**src/rtcc_map.svh**
```systemverilog
/*
 * Constants of the serial real-time clock core: timing counts,
 * register pointers, bit positions and reset values.
 * Assumes a 100 MHz system clock and a 32.768 kHz oscillator pin.
 */
`ifndef RTCC_MAP_SVH
`define RTCC_MAP_SVH

`define RTCC_CLK_MHZ 100
`define RTCC_SPIKE_NS 50
`define RTCC_SPIKE_CYC ((`RTCC_SPIKE_NS * `RTCC_CLK_MHZ) / 1000)
`define RTCC_OSC_STOP_US 100
`define RTCC_OSC_STOP_CYC (`RTCC_OSC_STOP_US * `RTCC_CLK_MHZ)
`define RTCC_PRESC_WRAP 17'h07fff
`define RTCC_ADJ_SECONDS 5'h13
`define RTCC_DEV_ADDR 7'h32

`define RTCC_REG_SEC 4'h0
`define RTCC_REG_MIN 4'h1
`define RTCC_REG_HOUR 4'h2
`define RTCC_REG_WDAY 4'h3
`define RTCC_REG_MDAY 4'h4
`define RTCC_REG_MONTH 4'h5
`define RTCC_REG_YEAR 4'h6
`define RTCC_REG_ADJ 4'h7
`define RTCC_REG_WALM_MIN 4'h8
`define RTCC_REG_WALM_HOUR 4'h9
`define RTCC_REG_WALM_DAYS 4'ha
`define RTCC_REG_DALM_MIN 4'hb
`define RTCC_REG_DALM_HOUR 4'hc
`define RTCC_REG_CTRL1 4'he
`define RTCC_REG_CTRL2 4'hf

`define RTCC_C1_WALM_EN 7
`define RTCC_C1_DALM_EN 6
`define RTCC_C2_VSEL 7
`define RTCC_C2_VLOW 6
`define RTCC_C2_SCR1 5
`define RTCC_C2_HALT 4
`define RTCC_C2_SCR2 3
`define RTCC_C2_PFLAG 2
`define RTCC_C2_WFLAG 1
`define RTCC_C2_DFLAG 0
`define RTCC_MONTH_CENT 7

`define RTCC_CTRL_RESET 8'h00
`define RTCC_DAY_RESET 8'h01

`endif

```
**src/rtcc_pkg.sv**
```systemverilog
/*
 * Types of the serial real-time clock core.
 * Assumes nothing of its surroundings.
 */
package rtcc_pkg;

  typedef enum logic [3:0] {
    RTCC_IDLE = 4'b0000,
    RTCC_ADDR = 4'b0001,
    RTCC_ADDR_ACK = 4'b0010,
    RTCC_PTR = 4'b0011,
    RTCC_PTR_ACK = 4'b0100,
    RTCC_WDATA = 4'b0101,
    RTCC_WACK = 4'b0110,
    RTCC_RDATA = 4'b0111,
    RTCC_RACK = 4'b1000
  } rtcc_link_state_type;

  typedef enum logic [2:0] {
    RTCC_PER_OFF = 3'b000,
    RTCC_PER_LOW = 3'b001,
    RTCC_PER_2HZ = 3'b010,
    RTCC_PER_1HZ = 3'b011,
    RTCC_PER_SEC = 3'b100,
    RTCC_PER_MIN = 3'b101,
    RTCC_PER_HOUR = 3'b110,
    RTCC_PER_MONTH = 3'b111
  } rtcc_period_type;

endpackage : rtcc_pkg

```
**src/rtcc_input_filter.sv**
```systemverilog
/*
 * Two-flop synchroniser followed by a spike filter for one pin.
 * Assumes the pin is asynchronous to clk; the output moves only
 * after the input has held a new level for more than the spike count.
 */
`timescale 1ns/10ps
`include "rtcc_map.svh"

module rtcc_input_filter #(
  parameter logic INIT = 1'b0
) (
  input wire logic clk,
  input wire logic rst,
  input wire logic raw,
  output logic clean
);

  logic meta_reg;
  logic sync_reg;
  logic [3:0] stable_reg;

  always_ff @(posedge clk or posedge rst) begin
    if (rst) begin
      meta_reg <= INIT;
      sync_reg <= INIT;
    end else begin
      meta_reg <= raw;
      sync_reg <= meta_reg;
    end
  end

  always_ff @(posedge clk or posedge rst) begin
    if (rst) begin
      stable_reg <= 4'h0;
      clean <= INIT;
    end else if (sync_reg == clean) begin
      stable_reg <= 4'h0;
    end else if (stable_reg == 4'(`RTCC_SPIKE_CYC)) begin
      clean <= sync_reg;
      stable_reg <= 4'h0;
    end else begin
      stable_reg <= stable_reg + 4'h1;
    end
  end

endmodule : rtcc_input_filter

```
**src/rtcc_core.sv**
```systemverilog
/*
 * Real-time clock core with two-wire serial register access, BCD
 * calendar, two alarms, periodic interrupt, rate trim and halt/supply flags.
 * Assumes SCL, SDA, oscillator, enable and comparator inputs come from pins;
 * the testbench resolves SDA and the interrupt lines from the enables.
 */
//Contract
//- Year with BCD value divisible by four is a leap year.
//- Century bit kept with year so year 00 leap handling is right.
//- Host reads and writes seconds through year registers.
//- Weekly alarm matches minute, hour and any enabled weekday.
//- Daily alarm matches hour and minute once a day.
//- Weekly alarm drives its line, daily alarm the shared line.
//- Each alarm has a readable flag mirroring its interrupt.
//- Rate trim in about 3 ppm steps over about 189 ppm.
//- Sticky flag records any oscillator stop lasting OSC_STOP_CYC system clocks or more.
//- Sticky flag records supply drop; a bit picks the threshold.
//- Periodic events drive the shared line independent of alarms.
//- Periodic rates 2 Hz, 1 Hz, minute, hour, month start.
//- Pulse waveform for fast rates, level waveform for slow rates.
//- Periodic interrupt state readable as a flag.
//- Clock output runs only while its enable pin is high.
//- SDA only pulled low or released, never driven high.
//- SCL and SDA spikes up to 50 ns are filtered out.
//- Disabled clock output held low.
//- Both interrupt lines released after power-on reset.
`timescale 1ns/10ps
`include "rtcc_map.svh"

module rtcc_core #(
  parameter int OSC_STOP_CYC = `RTCC_OSC_STOP_CYC
) (
  input wire logic SYS_CLK,
  input wire logic RST,
  input wire logic SCL_IN,
  input wire logic SDA_IN,
  output logic SDA_OUT,
  output logic SDA_OE,
  input wire logic OSC_IN,
  input wire logic CLOCK_OUT_ENABLE_PIN,
  input wire logic SUPPLY_BELOW_HIGH,
  input wire logic SUPPLY_BELOW_LOW,
  output logic CRYSTAL_CLOCK_OUT,
  output logic WEEKLY_ALARM_IRQ_N_O,
  output logic WEEKLY_ALARM_IRQ_N_OE,
  output logic ALARM_PERIODIC_IRQ_N_O,
  output logic ALARM_PERIODIC_IRQ_N_OE
);

  logic scl, sda, osc, clk_en, below_hi, below_lo;
  logic scl_prev_reg, sda_prev_reg, osc_prev_reg;
  logic [16:0] presc_reg;
  logic [4:0] adj_sec_reg;
  logic [19:0] osc_idle_reg;
  logic [7:0] sec_reg, min_reg, hour_reg, mday_reg, month_reg, year_reg;
  logic [2:0] wday_reg;
  logic century_reg;
  logic [6:0] adj_reg;
  logic [7:0] walm_min_reg, walm_hour_reg, dalm_min_reg, dalm_hour_reg;
  logic [6:0] walm_days_reg;
  logic [7:0] ctrl1_reg;
  logic vsel_reg, vlow_reg, scr1_reg, scr2_reg, halt_reg;
  logic pflag_reg, wflag_reg, dflag_reg;
  logic zero_reg, sda_oe_reg, walm_oe_reg, aper_oe_reg, clk_out_reg;
  rtcc_pkg::rtcc_link_state_type state_reg;
  logic [3:0] bitcnt_reg, ptr_reg;
  logic [7:0] shift_reg, tx_reg;
  logic rw_reg, nack_reg;
  logic wr_stb;
  logic [7:0] rd_data;
  logic start_cond, stop_cond, scl_rise, scl_fall, osc_rise;
  logic sec_tick, halt_set;
  logic c_min, c_hour, c_day, c_mon, c_year;
  logic [7:0] dim;
  logic leap;
  logic per_active;
  rtcc_pkg::rtcc_period_type per_mode;

  rtcc_input_filter #(.INIT(1'b1)) u_scl (.clk(SYS_CLK), .rst(RST), .raw(SCL_IN), .clean(scl));
  rtcc_input_filter #(.INIT(1'b1)) u_sda (.clk(SYS_CLK), .rst(RST), .raw(SDA_IN), .clean(sda));
  rtcc_input_filter #(.INIT(1'b0)) u_osc (.clk(SYS_CLK), .rst(RST), .raw(OSC_IN), .clean(osc));
  rtcc_input_filter #(.INIT(1'b0)) u_cen (.clk(SYS_CLK), .rst(RST), .raw(CLOCK_OUT_ENABLE_PIN), .clean(clk_en));
  rtcc_input_filter #(.INIT(1'b0)) u_vhi (.clk(SYS_CLK), .rst(RST), .raw(SUPPLY_BELOW_HIGH), .clean(below_hi));
  rtcc_input_filter #(.INIT(1'b0)) u_vlo (.clk(SYS_CLK), .rst(RST), .raw(SUPPLY_BELOW_LOW), .clean(below_lo));

  function automatic logic [7:0] bcd_inc(input logic [7:0] v, input logic [7:0] max_v, input logic [7:0] min_v);
    if (v == max_v) begin
      bcd_inc = min_v;
    end else if (v[3:0] == 4'h9) begin
      bcd_inc = {v[7:4] + 4'h1, 4'h0};
    end else begin
      bcd_inc = {v[7:4], v[3:0] + 4'h1};
    end
  endfunction : bcd_inc

  always_comb begin
    leap = (year_reg[4] ? (year_reg[3:0] == 4'h2 || year_reg[3:0] == 4'h6)
                        : (year_reg[3:0] == 4'h0 || year_reg[3:0] == 4'h4 || year_reg[3:0] == 4'h8));
    if (year_reg == 8'h00 && !century_reg) begin
      leap = 1'b0;
    end
    case (month_reg[4:0])
      5'h02: dim = leap ? 8'h29 : 8'h28;
      5'h04, 5'h06, 5'h09, 5'h11: dim = 8'h30;
      default: dim = 8'h31;
    endcase
  end

  assign start_cond = scl && scl_prev_reg && sda_prev_reg && !sda;
  assign stop_cond = scl && scl_prev_reg && !sda_prev_reg && sda;
  assign scl_rise = scl && !scl_prev_reg;
  assign scl_fall = !scl && scl_prev_reg;
  assign osc_rise = osc && !osc_prev_reg;
  assign sec_tick = osc_rise && (presc_reg == `RTCC_PRESC_WRAP);
  assign halt_set = (osc_idle_reg == 20'(OSC_STOP_CYC));
  assign wr_stb = scl_fall && (state_reg == rtcc_pkg::RTCC_WDATA) && (bitcnt_reg == 4'h8);
  assign c_min = sec_tick && (sec_reg == 8'h59);
  assign c_hour = c_min && (min_reg == 8'h59);
  assign c_day = c_hour && (hour_reg == 8'h23);
  assign c_mon = c_day && (mday_reg == dim);
  assign c_year = c_mon && (month_reg[4:0] == 5'h12);
  assign per_mode = rtcc_pkg::rtcc_period_type'(ctrl1_reg[2:0]);

  always_comb begin
    case (ptr_reg)
      `RTCC_REG_SEC: rd_data = sec_reg;
      `RTCC_REG_MIN: rd_data = min_reg;
      `RTCC_REG_HOUR: rd_data = hour_reg;
      `RTCC_REG_WDAY: rd_data = {5'h00, wday_reg};
      `RTCC_REG_MDAY: rd_data = mday_reg;
      `RTCC_REG_MONTH: rd_data = {century_reg, month_reg[6:0]};
      `RTCC_REG_YEAR: rd_data = year_reg;
      `RTCC_REG_ADJ: rd_data = {1'b0, adj_reg};
      `RTCC_REG_WALM_MIN: rd_data = walm_min_reg;
      `RTCC_REG_WALM_HOUR: rd_data = walm_hour_reg;
      `RTCC_REG_WALM_DAYS: rd_data = {1'b0, walm_days_reg};
      `RTCC_REG_DALM_MIN: rd_data = dalm_min_reg;
      `RTCC_REG_DALM_HOUR: rd_data = dalm_hour_reg;
      `RTCC_REG_CTRL1: rd_data = ctrl1_reg;
      `RTCC_REG_CTRL2: rd_data = {vsel_reg, vlow_reg, scr1_reg, halt_reg, scr2_reg, per_active, wflag_reg, dflag_reg};
      default: rd_data = 8'h00;
    endcase
  end

  always_ff @(posedge SYS_CLK or posedge RST) begin
    if (RST) begin
      scl_prev_reg <= 1'b1;
      sda_prev_reg <= 1'b1;
      osc_prev_reg <= 1'b0;
    end else begin
      scl_prev_reg <= scl;
      sda_prev_reg <= sda;
      osc_prev_reg <= osc;
    end
  end

  // Serial slave; only ever pulls SDA low
  always_ff @(posedge SYS_CLK or posedge RST) begin
    if (RST) begin
      state_reg <= rtcc_pkg::RTCC_IDLE;
      bitcnt_reg <= 4'h0;
      shift_reg <= 8'h00;
      tx_reg <= 8'h00;
      ptr_reg <= 4'h0;
      rw_reg <= 1'b0;
      nack_reg <= 1'b0;
      sda_oe_reg <= 1'b0;
    end else if (start_cond) begin
      state_reg <= rtcc_pkg::RTCC_ADDR;
      bitcnt_reg <= 4'h0;
      sda_oe_reg <= 1'b0;
    end else if (stop_cond) begin
      state_reg <= rtcc_pkg::RTCC_IDLE;
      sda_oe_reg <= 1'b0;
    end else if (scl_rise) begin
      case (state_reg)
        rtcc_pkg::RTCC_ADDR, rtcc_pkg::RTCC_PTR, rtcc_pkg::RTCC_WDATA: begin
          shift_reg <= {shift_reg[6:0], sda};
          bitcnt_reg <= bitcnt_reg + 4'h1;
        end
        rtcc_pkg::RTCC_RDATA: bitcnt_reg <= bitcnt_reg + 4'h1;
        rtcc_pkg::RTCC_RACK: nack_reg <= sda;
        default: bitcnt_reg <= bitcnt_reg;
      endcase
    end else if (scl_fall) begin
      case (state_reg)
        rtcc_pkg::RTCC_ADDR: begin
          if (bitcnt_reg == 4'h8) begin
            if (shift_reg[7:1] == `RTCC_DEV_ADDR) begin
              rw_reg <= shift_reg[0];
              sda_oe_reg <= 1'b1;
              state_reg <= rtcc_pkg::RTCC_ADDR_ACK;
            end else begin
              state_reg <= rtcc_pkg::RTCC_IDLE;
            end
          end
        end
        rtcc_pkg::RTCC_ADDR_ACK, rtcc_pkg::RTCC_RACK: begin
          bitcnt_reg <= 4'h0;
          if ((state_reg == rtcc_pkg::RTCC_RACK && nack_reg) ||
              (state_reg == rtcc_pkg::RTCC_ADDR_ACK && !rw_reg)) begin
            sda_oe_reg <= 1'b0;
            state_reg <= (state_reg == rtcc_pkg::RTCC_RACK) ? rtcc_pkg::RTCC_IDLE : rtcc_pkg::RTCC_PTR;
          end else begin
            sda_oe_reg <= !rd_data[7];
            tx_reg <= {rd_data[6:0], 1'b0};
            state_reg <= rtcc_pkg::RTCC_RDATA;
          end
        end
        rtcc_pkg::RTCC_PTR: begin
          if (bitcnt_reg == 4'h8) begin
            ptr_reg <= shift_reg[3:0];
            sda_oe_reg <= 1'b1;
            state_reg <= rtcc_pkg::RTCC_PTR_ACK;
          end
        end
        rtcc_pkg::RTCC_WDATA: begin
          if (bitcnt_reg == 4'h8) begin
            ptr_reg <= ptr_reg + 4'h1;
            sda_oe_reg <= 1'b1;
            state_reg <= rtcc_pkg::RTCC_WACK;
          end
        end
        rtcc_pkg::RTCC_PTR_ACK, rtcc_pkg::RTCC_WACK: begin
          sda_oe_reg <= 1'b0;
          bitcnt_reg <= 4'h0;
          state_reg <= rtcc_pkg::RTCC_WDATA;
        end
        rtcc_pkg::RTCC_RDATA: begin
          if (bitcnt_reg == 4'h8) begin
            sda_oe_reg <= 1'b0;
            ptr_reg <= ptr_reg + 4'h1;
            state_reg <= rtcc_pkg::RTCC_RACK;
          end else begin
            sda_oe_reg <= !tx_reg[7];
            tx_reg <= {tx_reg[6:0], 1'b0};
          end
        end
        default: state_reg <= rtcc_pkg::RTCC_IDLE;
      endcase
    end
  end

  // Prescaler; every 20 s the reload skews the count by 2 ticks per step (~3 ppm)
  always_ff @(posedge SYS_CLK or posedge RST) begin
    if (RST) begin
      presc_reg <= 17'h00000;
      adj_sec_reg <= 5'h00;
    end else if (wr_stb && ptr_reg == `RTCC_REG_SEC) begin
      presc_reg <= 17'h00000;
    end else if (sec_tick) begin
      adj_sec_reg <= (adj_sec_reg == `RTCC_ADJ_SECONDS) ? 5'h00 : adj_sec_reg + 5'h01;
      if (adj_sec_reg != `RTCC_ADJ_SECONDS || adj_reg[6:1] == 6'h00) begin
        presc_reg <= 17'h00000;
      end else if (!adj_reg[6]) begin
        presc_reg <= {10'h000, adj_reg[5:0] - 6'h01, 1'b0};
      end else begin
        presc_reg <= 17'h00000 - {9'h000, 7'h00 - adj_reg, 1'b0};
      end
    end else if (osc_rise) begin
      presc_reg <= presc_reg + 17'h00001;
    end
  end

  always_ff @(posedge SYS_CLK or posedge RST) begin
    if (RST) begin
      osc_idle_reg <= 20'h00000;
    end else if (osc_rise) begin
      osc_idle_reg <= 20'h00000;
    end else if (!halt_set) begin
      osc_idle_reg <= osc_idle_reg + 20'h00001;
    end
  end

  always_ff @(posedge SYS_CLK or posedge RST) begin
    if (RST) begin
      sec_reg <= 8'h00;
      min_reg <= 8'h00;
      hour_reg <= 8'h00;
      wday_reg <= 3'h0;
      mday_reg <= `RTCC_DAY_RESET;
      month_reg <= `RTCC_DAY_RESET;
      century_reg <= 1'b0;
      year_reg <= 8'h00;
    end else if (wr_stb) begin
      case (ptr_reg)
        `RTCC_REG_SEC: sec_reg <= {1'b0, shift_reg[6:0]};
        `RTCC_REG_MIN: min_reg <= {1'b0, shift_reg[6:0]};
        `RTCC_REG_HOUR: hour_reg <= {2'h0, shift_reg[5:0]};
        `RTCC_REG_WDAY: wday_reg <= shift_reg[2:0];
        `RTCC_REG_MDAY: mday_reg <= {2'h0, shift_reg[5:0]};
        `RTCC_REG_MONTH: begin
          month_reg <= {3'h0, shift_reg[4:0]};
          century_reg <= shift_reg[`RTCC_MONTH_CENT];
        end
        `RTCC_REG_YEAR: year_reg <= shift_reg;
        default: sec_reg <= sec_reg;
      endcase
    end else if (sec_tick) begin
      sec_reg <= bcd_inc(sec_reg, 8'h59, 8'h00);
      if (c_min) min_reg <= bcd_inc(min_reg, 8'h59, 8'h00);
      if (c_hour) hour_reg <= bcd_inc(hour_reg, 8'h23, 8'h00);
      if (c_day) begin
        wday_reg <= (wday_reg == 3'h6) ? 3'h0 : wday_reg + 3'h1;
        mday_reg <= bcd_inc(mday_reg, dim, 8'h01);
      end
      if (c_mon) month_reg <= bcd_inc(month_reg, 8'h12, 8'h01);
      if (c_year) begin
        year_reg <= bcd_inc(year_reg, 8'h99, 8'h00);
        if (year_reg == 8'h99) century_reg <= !century_reg;
      end
    end
  end

  always_ff @(posedge SYS_CLK or posedge RST) begin
    if (RST) begin
      walm_min_reg <= 8'h00;
      walm_hour_reg <= 8'h00;
      walm_days_reg <= 7'h00;
      dalm_min_reg <= 8'h00;
      dalm_hour_reg <= 8'h00;
    end else if (wr_stb) begin
      case (ptr_reg)
        `RTCC_REG_WALM_MIN: walm_min_reg <= {1'b0, shift_reg[6:0]};
        `RTCC_REG_WALM_HOUR: walm_hour_reg <= {2'h0, shift_reg[5:0]};
        `RTCC_REG_WALM_DAYS: walm_days_reg <= shift_reg[6:0];
        `RTCC_REG_DALM_MIN: dalm_min_reg <= {1'b0, shift_reg[6:0]};
        `RTCC_REG_DALM_HOUR: dalm_hour_reg <= {2'h0, shift_reg[5:0]};
        default: walm_min_reg <= walm_min_reg;
      endcase
    end
  end

  // Oscillator halt wipes trim and control, keeping only the halt flag
  always_ff @(posedge SYS_CLK or posedge RST) begin
    if (RST) begin
      adj_reg <= 7'h00;
      ctrl1_reg <= `RTCC_CTRL_RESET;
      vsel_reg <= 1'b0;
      scr1_reg <= 1'b0;
      scr2_reg <= 1'b0;
    end else if (halt_set) begin
      adj_reg <= 7'h00;
      ctrl1_reg <= `RTCC_CTRL_RESET;
      vsel_reg <= 1'b0;
      scr1_reg <= 1'b0;
      scr2_reg <= 1'b0;
    end else if (wr_stb && ptr_reg == `RTCC_REG_ADJ) begin
      adj_reg <= shift_reg[6:0];
    end else if (wr_stb && ptr_reg == `RTCC_REG_CTRL1) begin
      ctrl1_reg <= shift_reg;
    end else if (wr_stb && ptr_reg == `RTCC_REG_CTRL2) begin
      vsel_reg <= shift_reg[`RTCC_C2_VSEL];
      scr1_reg <= shift_reg[`RTCC_C2_SCR1];
      scr2_reg <= shift_reg[`RTCC_C2_SCR2];
    end
  end

  // Sticky flags: writing 0 clears, a same-cycle event still sets
  always_ff @(posedge SYS_CLK or posedge RST) begin
    if (RST) begin
      halt_reg <= 1'b1;
      vlow_reg <= 1'b0;
      wflag_reg <= 1'b0;
      dflag_reg <= 1'b0;
      pflag_reg <= 1'b0;
    end else begin
      if (halt_set) begin
        halt_reg <= 1'b1;
      end else if (wr_stb && ptr_reg == `RTCC_REG_CTRL2 && !shift_reg[`RTCC_C2_HALT]) begin
        halt_reg <= 1'b0;
      end
      if (vsel_reg ? below_lo : below_hi) begin
        vlow_reg <= 1'b1;
      end else if (halt_set || (wr_stb && ptr_reg == `RTCC_REG_CTRL2 && !shift_reg[`RTCC_C2_VLOW])) begin
        vlow_reg <= 1'b0;
      end
      // Weekday 6 rolls to 0, never to a bit past the mask
      if (ctrl1_reg[`RTCC_C1_WALM_EN] && c_min &&
          walm_days_reg[(c_day && wday_reg == 3'h6) ? 3'h0 : wday_reg + 3'(c_day)] &&
          walm_min_reg == bcd_inc(min_reg, 8'h59, 8'h00) &&
          walm_hour_reg == (c_hour ? bcd_inc(hour_reg, 8'h23, 8'h00) : hour_reg)) begin
        wflag_reg <= 1'b1;
      end else if (halt_set || !ctrl1_reg[`RTCC_C1_WALM_EN] ||
                   (wr_stb && ptr_reg == `RTCC_REG_CTRL2 && !shift_reg[`RTCC_C2_WFLAG])) begin
        wflag_reg <= 1'b0;
      end
      if (ctrl1_reg[`RTCC_C1_DALM_EN] && c_min && dalm_min_reg == bcd_inc(min_reg, 8'h59, 8'h00) &&
          dalm_hour_reg == (c_hour ? bcd_inc(hour_reg, 8'h23, 8'h00) : hour_reg)) begin
        dflag_reg <= 1'b1;
      end else if (halt_set || !ctrl1_reg[`RTCC_C1_DALM_EN] ||
                   (wr_stb && ptr_reg == `RTCC_REG_CTRL2 && !shift_reg[`RTCC_C2_DFLAG])) begin
        dflag_reg <= 1'b0;
      end
      if ((per_mode == rtcc_pkg::RTCC_PER_SEC && sec_tick) || (per_mode == rtcc_pkg::RTCC_PER_MIN && c_min) ||
          (per_mode == rtcc_pkg::RTCC_PER_HOUR && c_hour) || (per_mode == rtcc_pkg::RTCC_PER_MONTH && c_mon)) begin
        pflag_reg <= 1'b1;
      end else if (halt_set || (wr_stb && ptr_reg == `RTCC_REG_CTRL2 && !shift_reg[`RTCC_C2_PFLAG])) begin
        pflag_reg <= 1'b0;
      end
    end
  end

  always_comb begin
    case (per_mode)
      rtcc_pkg::RTCC_PER_OFF: per_active = 1'b0;
      rtcc_pkg::RTCC_PER_LOW: per_active = 1'b1;
      rtcc_pkg::RTCC_PER_2HZ: per_active = !presc_reg[13];
      rtcc_pkg::RTCC_PER_1HZ: per_active = !presc_reg[14];
      default: per_active = pflag_reg;
    endcase
  end

  always_ff @(posedge SYS_CLK or posedge RST) begin
    if (RST) begin
      zero_reg <= 1'b0;
      walm_oe_reg <= 1'b0;
      aper_oe_reg <= 1'b0;
      clk_out_reg <= 1'b0;
    end else begin
      zero_reg <= 1'b0;
      walm_oe_reg <= ctrl1_reg[`RTCC_C1_WALM_EN] && wflag_reg;
      aper_oe_reg <= (ctrl1_reg[`RTCC_C1_DALM_EN] && dflag_reg) || per_active;
      clk_out_reg <= clk_en && osc;
    end
  end

  assign SDA_OUT = zero_reg;
  assign SDA_OE = sda_oe_reg;
  assign WEEKLY_ALARM_IRQ_N_O = zero_reg;
  assign WEEKLY_ALARM_IRQ_N_OE = walm_oe_reg;
  assign ALARM_PERIODIC_IRQ_N_O = zero_reg;
  assign ALARM_PERIODIC_IRQ_N_OE = aper_oe_reg;
  assign CRYSTAL_CLOCK_OUT = clk_out_reg;

endmodule : rtcc_core

```
**config.mk**
```make
export PLATFORM = sky130hd
export DESIGN_NAME = rtcc_core
export DESIGN_NICKNAME = d
export VERILOG_FILES = /design/src/rtcc_pkg.sv /design/src/rtcc_input_filter.sv /design/src/rtcc_core.sv
export VERILOG_INCLUDE_DIRS = /design/src
export SDC_FILE = /design/constraint.sdc
export NUM_CORES = 1
export LEC_CHECK = 0
export BUFFER_PORTS_ARGS = -buffer_cell sky130_fd_sc_hd__buf_2
export CAP_MARGIN = 20
export CORE_ASPECT_RATIO = 0.8
export CORE_MARGIN = 5
export CORE_UTILIZATION = 30
export CTS_BUF_LIST = sky130_fd_sc_hd__clkbuf_8
export CTS_CLUSTER_SIZE = 16
export DETAILED_ROUTE_END_ITERATION = 8
export GPL_ROUTABILITY_DRIVEN = 0
export SYNTH_ARGS = -nofsm -noshare
export SYNTH_HDL_FRONTEND = slang
export SYNTH_HIERARCHICAL = 1
export SYNTH_SLANG_ARGS = --single-unit
```
**constraint.sdc**
```tcl
create_clock -name SYS_CLK -period 14.3 [get_ports SYS_CLK]
set_input_delay 2.86 -clock SYS_CLK [delete_from_list [all_inputs] [get_ports SYS_CLK]]
set_output_delay 2.86 -clock SYS_CLK [all_outputs]
set_load 0.02 [all_outputs]
```
==> flow_metrics.py, run 1 <==
metrics = {
    "status": {
        "status": "complete, no violations",
    },
    "yosys": {
        "synth_area_leaders": "dfrtp_1, mux2_2, o21ai_0",
        "avgSynthCellArea_sq_um": 9.20,
        "synth-edff-count": 0,
        "synth-seq-cells": 228,
        "yosysWarnings": 6,
        "synth_ff_type": "dfrtp_1",
        "async_flop_share_pct": 100,
        "seq_area_frac_synth_pct": 41.5,
        "synth_largest_area_cell": "dfrtp_1",
        "synthTopCellsByCount": "dfrtp_1, nor2_1, nand2_1",
        "synth_top_area_share_pct": 39.4,
        "syn_inst": 1498,
        "synth_area_sq_mm": 0.0138,
        "synth_most_common_cell": "dfrtp_1",
        "ys_types": 92,
    },
    "pwr": {
        "total_power_mw": 1.71,
        "peakVddDrop_v": 0.0000851,
        "p_leak_nw": 6.49,
        "power.density_mw_per_mm2": 113,
    },
    "finish": {
        "utilization_pct": 33.3,
        "fin_cells": 2120,
        "n_antenna_cell": 0,
        "area_growth_pct": 10.1,
        "drive_gt1_share_pct": 12.3,
        "nets": 1532,
        "largest_register_ffs": 20,
    },
    "clock_network": {
        "root_buffer": "clkbuf_8",
        "path_clk_slew_ns": 0.06,
        "insertion_delay_ns": 0.57,
        "cts_sinks": 228,
        "clockBufferDepth": 3,
        "cts_buffers": 38,
        "cts_max_level": 2,
        "cts_tree": "built",
        "hold_buffers": 0,
        "post_cts_buffers": 0,
        "cts_resized": 0,
    },
    "worst_setup_path": {
        "worst-path-buf-inv": 3,
        "crit_fanout": 118,
        "worstSetupPathType": "input port to asynchronous set/reset pin",
        "cpPeakStageDelay_ns": 0.85,
        "slowest_stage": "buf_4",
        "end_kind": "asynchronous set/reset pin",
        "cp-start-kind": "input port",
        "crit_arrival_ns": 4.58,
        "crit_family": "buffers and inverters",
        "path_cells": "buf_2 > inv_8 > buf_4",
        "critPathRequiredTime_ns": 14.84,
    },
    "global_routing": {
        "grt_pass1_wl_mm": 65.4,
        "grt_usage_pct": 15.9,
        "overflow": 0,
        "antenna_found_initial": 0,
        "grt_max_degree": 119,
        "grt_pass1_vias": 11281,
    },
    "place": {
        "numPortBuffers": 11,
        "dp_hpwl_mm": 28.7,
        "dp_cells": 2051,
        "dpl_worst_slack_ns": 9.60,
    },
    "timing": {
        "skew_ns": 0.0322,
        "slew_viol_final": 0,
        "slew_headroom_pct": 22.4,
        "fmax_mhz": 248,
        "finalCriticalPeriod_ns": 4.04,
        "rsz0062_at_grt": "no",
        "worst_slew_pin_slew_ns": 1.16,
        "layout_setup_ws_ns": 10.26,
        "setup_viol": 0,
        "tns_ns": 0,
        "finalCritPeriodShare_pct": 28.2,
        "hold_viol": 0,
    },
    "worst_hold_path": {
        "min_path_type": "register to register",
    },
    "floorplanning": {
        "die_w_microns": 250,
        "start_util_pct": 30.3,
        "die_h_microns": 202,
        "die-area_sq_mm": 0.0504,
        "core_area_sq_mm": 0.0455,
        "row_count": 70,
        "ioPinCount": 15,
    },
    "routing": {
        "via_per_inst": 5.58,
        "drtIter0Drc": 1191,
        "drc": 0,
        "vias": 11826,
        "drt-pass1-iter-count": 6,
        "wl_per_cell_microns": 19.4,
        "ant_nets": 0,
        "drt_wl_total_mm": 41.1,
    },
    "flow_run": {
        "max_cap_violations": 0,
    },
}
-- final timing paths --
path / startpoint / to / slack [ns] / cells past startpoint
max in group SYS_CLK: ALARM_PERIODIC_IRQ_N_OE / ALARM_PERIODIC_IRQ_N_OE / 10.33 / 1
setup / recovery: RST / min_reg[4] / 10.26 / 3
hold / removal: u_sda/meta_reg / u_sda/sync_reg / 0.35 / 0
setup reg to reg: state_reg[2] / year_reg[5] / 10.77 / 7
min in group asynchronous: RST / u_vlo/clean / 2.31 / 2
hold reg to reg: u_sda/meta_reg / u_sda/sync_reg / 0.35 / 0
-- metrics by stage --
stage                     instance area [sq um]  hold slack (ns)
after floorplan                           13800            0.331
after global placement                    14400            0.333
after detailed placement                  14400            0.337
after CTS                                 15200            0.354
after global routing                      15200            0.360
final                                     15200            0.355
-- power breakdown --
| part | internal (mW) | switching, mW | total, mW |
|---|---|---|---|
| clock network | 0.345 | 0.291 | 0.636 |
| registers | 0.712 | 0.101 | 0.813 |
| logic | 0.105 | 0.159 | 0.264 |
| total | 1.16 | 0.551 | 1.71 |
-- layout by cell type (no fill, tap or decap), types with 15 or more instances in the layout --
cell      netlist  final
xnor2_1        35     35
inv_1          53     61
nor3_1         33     33
nand3_1        72     72
ha_1           45     45
o21ai_0       114    114
o211ai_1       25     25
mux2_2         56     56
mux2i_1        19     19
and3_1         17     17
nor2_1        149    149
clkbuf_8        0     45
a21oi_1        70     70
a22oi_1        15     15
nand2_1       119    119
nand4_1        25     25
nand3b_1       21     21
a31oi_1        29     29
xor2_1         38     38
nor2b_1        18     17
a22o_1         25     25
dfrtp_1       217    217
-- per-layer routing --
| layer | routed length, microns | vias up | GRT usage, % |
|---|---|---|---|
| li1 | - | 5420 | - |
| met1 | 18700 | 5808 | 23.5 |
| met2 | 16700 | 523 | 22.1 |
| met3 | 4720 | 75 | 5.36 |
| met4 | 913 | 0 | 4.27 |
| met5 | 0 | - | 0 |
-- kinds of logic after synthesis --
kind of cell / after synthesis / share of synthesized area [%]
mux: 84 / 7.02
other cells: 1 / 0.0272
simple gates: 551 / 20.7
compound gates: 377 / 17.9
xor+xnor: 73 / 4.64
fa+ha+maj: 45 / 4.09
buf+inv: 139 / 4.16
flops: 228 / 41.5
-- area by class of cell --
cell class	count	area (sq um)
clock buffers	45	619
clock inverters	24	196
fillers	4730	30400
inverters	53	206
multi-input cells	1133	7510
flip-flops and latches	228	5720
well taps	612	766
repair buffers	25	160
Note: power is estimated with default switching activity, not from simulation.
==> run 2: changes to the inputs <==
ABC_AREA = 1   (was unset)
clock period = 3.4 ns   (was 14.3 ns; I/O delays follow)
==> flow_metrics.py, run 2 <==
metrics = {
    "worst_setup_path": {
        "path_cells": "inv_1 > ha_1 > nand2_1 > nor2_4 > nand3_4 > inv_2 > nand3_2 > nor2_2 > nand4_1 > xor2_1 > nor2b_1 > nand3_1 > nand2_1",
        "critPathRequiredTime_ns": 3.89,
        "worstSetupPathType": "register to register",
        "cp-start-kind": "register",
        "slowest_stage": "dfrtp_1",
        "end_kind": "register",
        "crit_fanout": 9,
        "cpPeakStageDelay_ns": 0.44,
        "cp_common_cell": "nand2_1",
        "crit_arrival_ns": 3.36,
        "r2r_cells": 13,
    },
    "clock_network": {
        "cts_tree": "built",
        "clockBufferDepth": 3,
        "cts_max_level": 2,
        "path_clk_slew_ns": 0.06,
        "post_cts_buffers": 0,
        "insertion_delay_ns": 0.57,
        "root_buffer": "clkbuf_8",
        "cts_buffers": 40,
        "cts_sinks": 228,
        "hold_buffers": 0,
        "cts_resized": 0,
    },
    "timing": {
        "whs_ns": 0.133,
        "tns_ns": 0,
        "layout_setup_ws_ns": 0.532,
        "slew_viol_final": 0,
        "setup_viol": 0,
        "fmax_mhz": 349,
        "finalCritPeriodShare_pct": 84.4,
        "worst_slew_pin_slew_ns": 0.925,
        "rsz0062_at_grt": "no",
        "skew_ns": 0.0232,
        "finalCriticalPeriod_ns": 2.87,
        "slew_headroom_pct": 38.0,
        "hold_viol": 0,
    },
    "yosys": {
        "yosysWarnings": 6,
        "synth-seq-cells": 228,
        "synth_top_area_share_pct": 40.5,
        "synth_area_sq_mm": 0.0134,
        "synth-edff-count": 0,
        "async_flop_share_pct": 100,
        "synth_most_common_cell": "nand2_1",
        "synth_area_leaders": "dfrtp_1, nand2_1, inv_1",
        "synth_largest_area_cell": "dfrtp_1",
        "syn_inst": 1742,
        "ys_types": 58,
        "avgSynthCellArea_sq_um": 7.70,
        "synthTopCellsByCount": "nand2_1, inv_1, dfrtp_1",
        "synth_ff_type": "dfrtp_1",
        "seq_area_frac_synth_pct": 42.6,
    },
    "pwr": {
        "seq_power_share_pct": 46.7,
        "p_sw_share_pct": 29.9,
        "total_power_mw": 6.68,
        "p_sw_mw": 2.00,
        "peakVddDrop_v": 0.000355,
        "power.density_mw_per_mm2": 443,
        "clkPwrFrac_pct": 39.9,
        "p_int_mw": 4.68,
        "p_leak_nw": 7.05,
        "pwr-share-comb_pct": 13.4,
    },
    "place": {
        "numPortBuffers": 11,
        "dp_hpwl_mm": 29.5,
        "dpl_worst_slack_ns": 0.658,
        "postPlaceCellArea_sq_mm": 0.0143,
        "dp_cells": 2349,
    },
    "finish": {
        "drive_gt1_share_pct": 9.04,
        "fin_cells": 2418,
        "postLayoutCellArea_sq_mm": 0.0151,
        "largest_register_ffs": 20,
        "nets": 1841,
        "final_common_cell": "nand2_1",
        "area_growth_pct": 12.5,
        "n_antenna_cell": 0,
        "mostFrequentLayoutCells": "nand2_1, inv_1, dfrtp_1, o21ai_0, nor2_1",
        "utilization_pct": 34.1,
    },
    "floorplanning": {
        "die_w_microns": 246,
        "row_count": 69,
        "core_area_sq_mm": 0.0443,
        "die_h_microns": 199,
        "die-area_sq_mm": 0.0491,
        "ioPinCount": 15,
        "start_util_pct": 30.3,
    },
    "global_routing": {
        "grt_usage_pct": 15.9,
        "grt_max_degree": 45,
        "grt_pass1_wl_mm": 62.9,
        "antenna_found_initial": 0,
        "grt_pass1_vias": 11477,
        "overflow": 0,
    },
    "routing": {
        "drt_wl_total_mm": 39.3,
        "wl_per_cell_microns": 16.3,
        "drtIter0Drc": 1331,
        "drc": 0,
        "vias": 12207,
        "via_per_inst": 5.05,
        "drt-pass1-iter-count": 5,
        "ant_nets": 0,
    },
    "worst_hold_path": {
        "min_path_type": "input port to asynchronous set/reset pin",
    },
    "status": {
        "status": "complete, no violations",
    },
    "flow_run": {
        "max_cap_violations": 0,
    },
}
run 2: cell types whose count changed after synthesis, moves of 22 or more:
cell / delta
a21oi_1: -25
a22o_1: -25
clkbuf_1: -46
inv_1: +201
mux2_2: -56
nand2_1: +259
nand3_1: +55
o21ai_0: +40
o22ai_1: +30
xnor2_1: -22
run 2: power groups by stage:
stage / registers, mW / logic, mW / clock network [mW]
floorplan: 3.14 / 0.623 / 0
detailed placement: 3.17 / 0.891 / 0
CTS: 3.13 / 0.894 / 2.73
global route: 3.16 / 1.03 / 2.87
global placement: 3.16 / 0.864 / 0
finish: 3.12 / 0.894 / 2.67
run 2: kinds of logic (layout without fill, tap and decap cells):
| logic type | Yosys count | in the layout | synth area share (%) |
|---|---|---|---|
| flops | 228 | 228 | 42.6 |
| buf+inv | 297 | 368 | 8.60 |
| mux | 2 | 2 | 0.149 |
| other cells | 1 | 3 | 0.0279 |
| xor+xnor | 42 | 42 | 2.74 |
| fa+ha+maj | 45 | 45 | 4.20 |
| compound gates | 350 | 350 | 15.6 |
| simple gates | 777 | 777 | 26.1 |
run 2: cell type report:
cell class              count  area [sq um]
fillers                  4640         29200
multi-input cells        1219          6560
flip-flops and latches    228          5720
inverters                 273          1040
well taps                 603           754
clock buffers              46           633
repair buffers             26           218
clock inverters            23           181
run 2: worst paths after layout:
kind	from	end	slack, ns
worst max register to register	min_reg[1]	dflag_reg	0.53
max in group asynchronous	RST	mday_reg[0]	2.33
min in group SYS_CLK	SCL_IN	u_scl/meta_reg	0.22
worst min-delay path	RST	u_scl/stable_reg[0]	0.13
worst min register to register	u_osc/meta_reg	u_osc/sync_reg	0.34
worst max-delay path	min_reg[1]	dflag_reg	0.53
run 2: worst max-delay path: cells and delay by family, from the launching register on:
kind / cells / cell delay, ns
xor gates and xnor gates: 1 / 0.20
buffers and inverters: 2 / 0.30
adders and majority gates: 1 / 0.21
and+or+nand+nor: 9 / 1.62
DFF: 1 / 0.44
run 2: layer usage:
layer / wire (microns) / vias to the layer above / track usage (%)
met5: 0 / - / 0
met4: 971 / 0 / 4.69
met3: 3630 / 76 / 4.31
met2: 15700 / 470 / 22.3
met1: 19000 / 5785 / 23.9
li1: - / 5876 / -
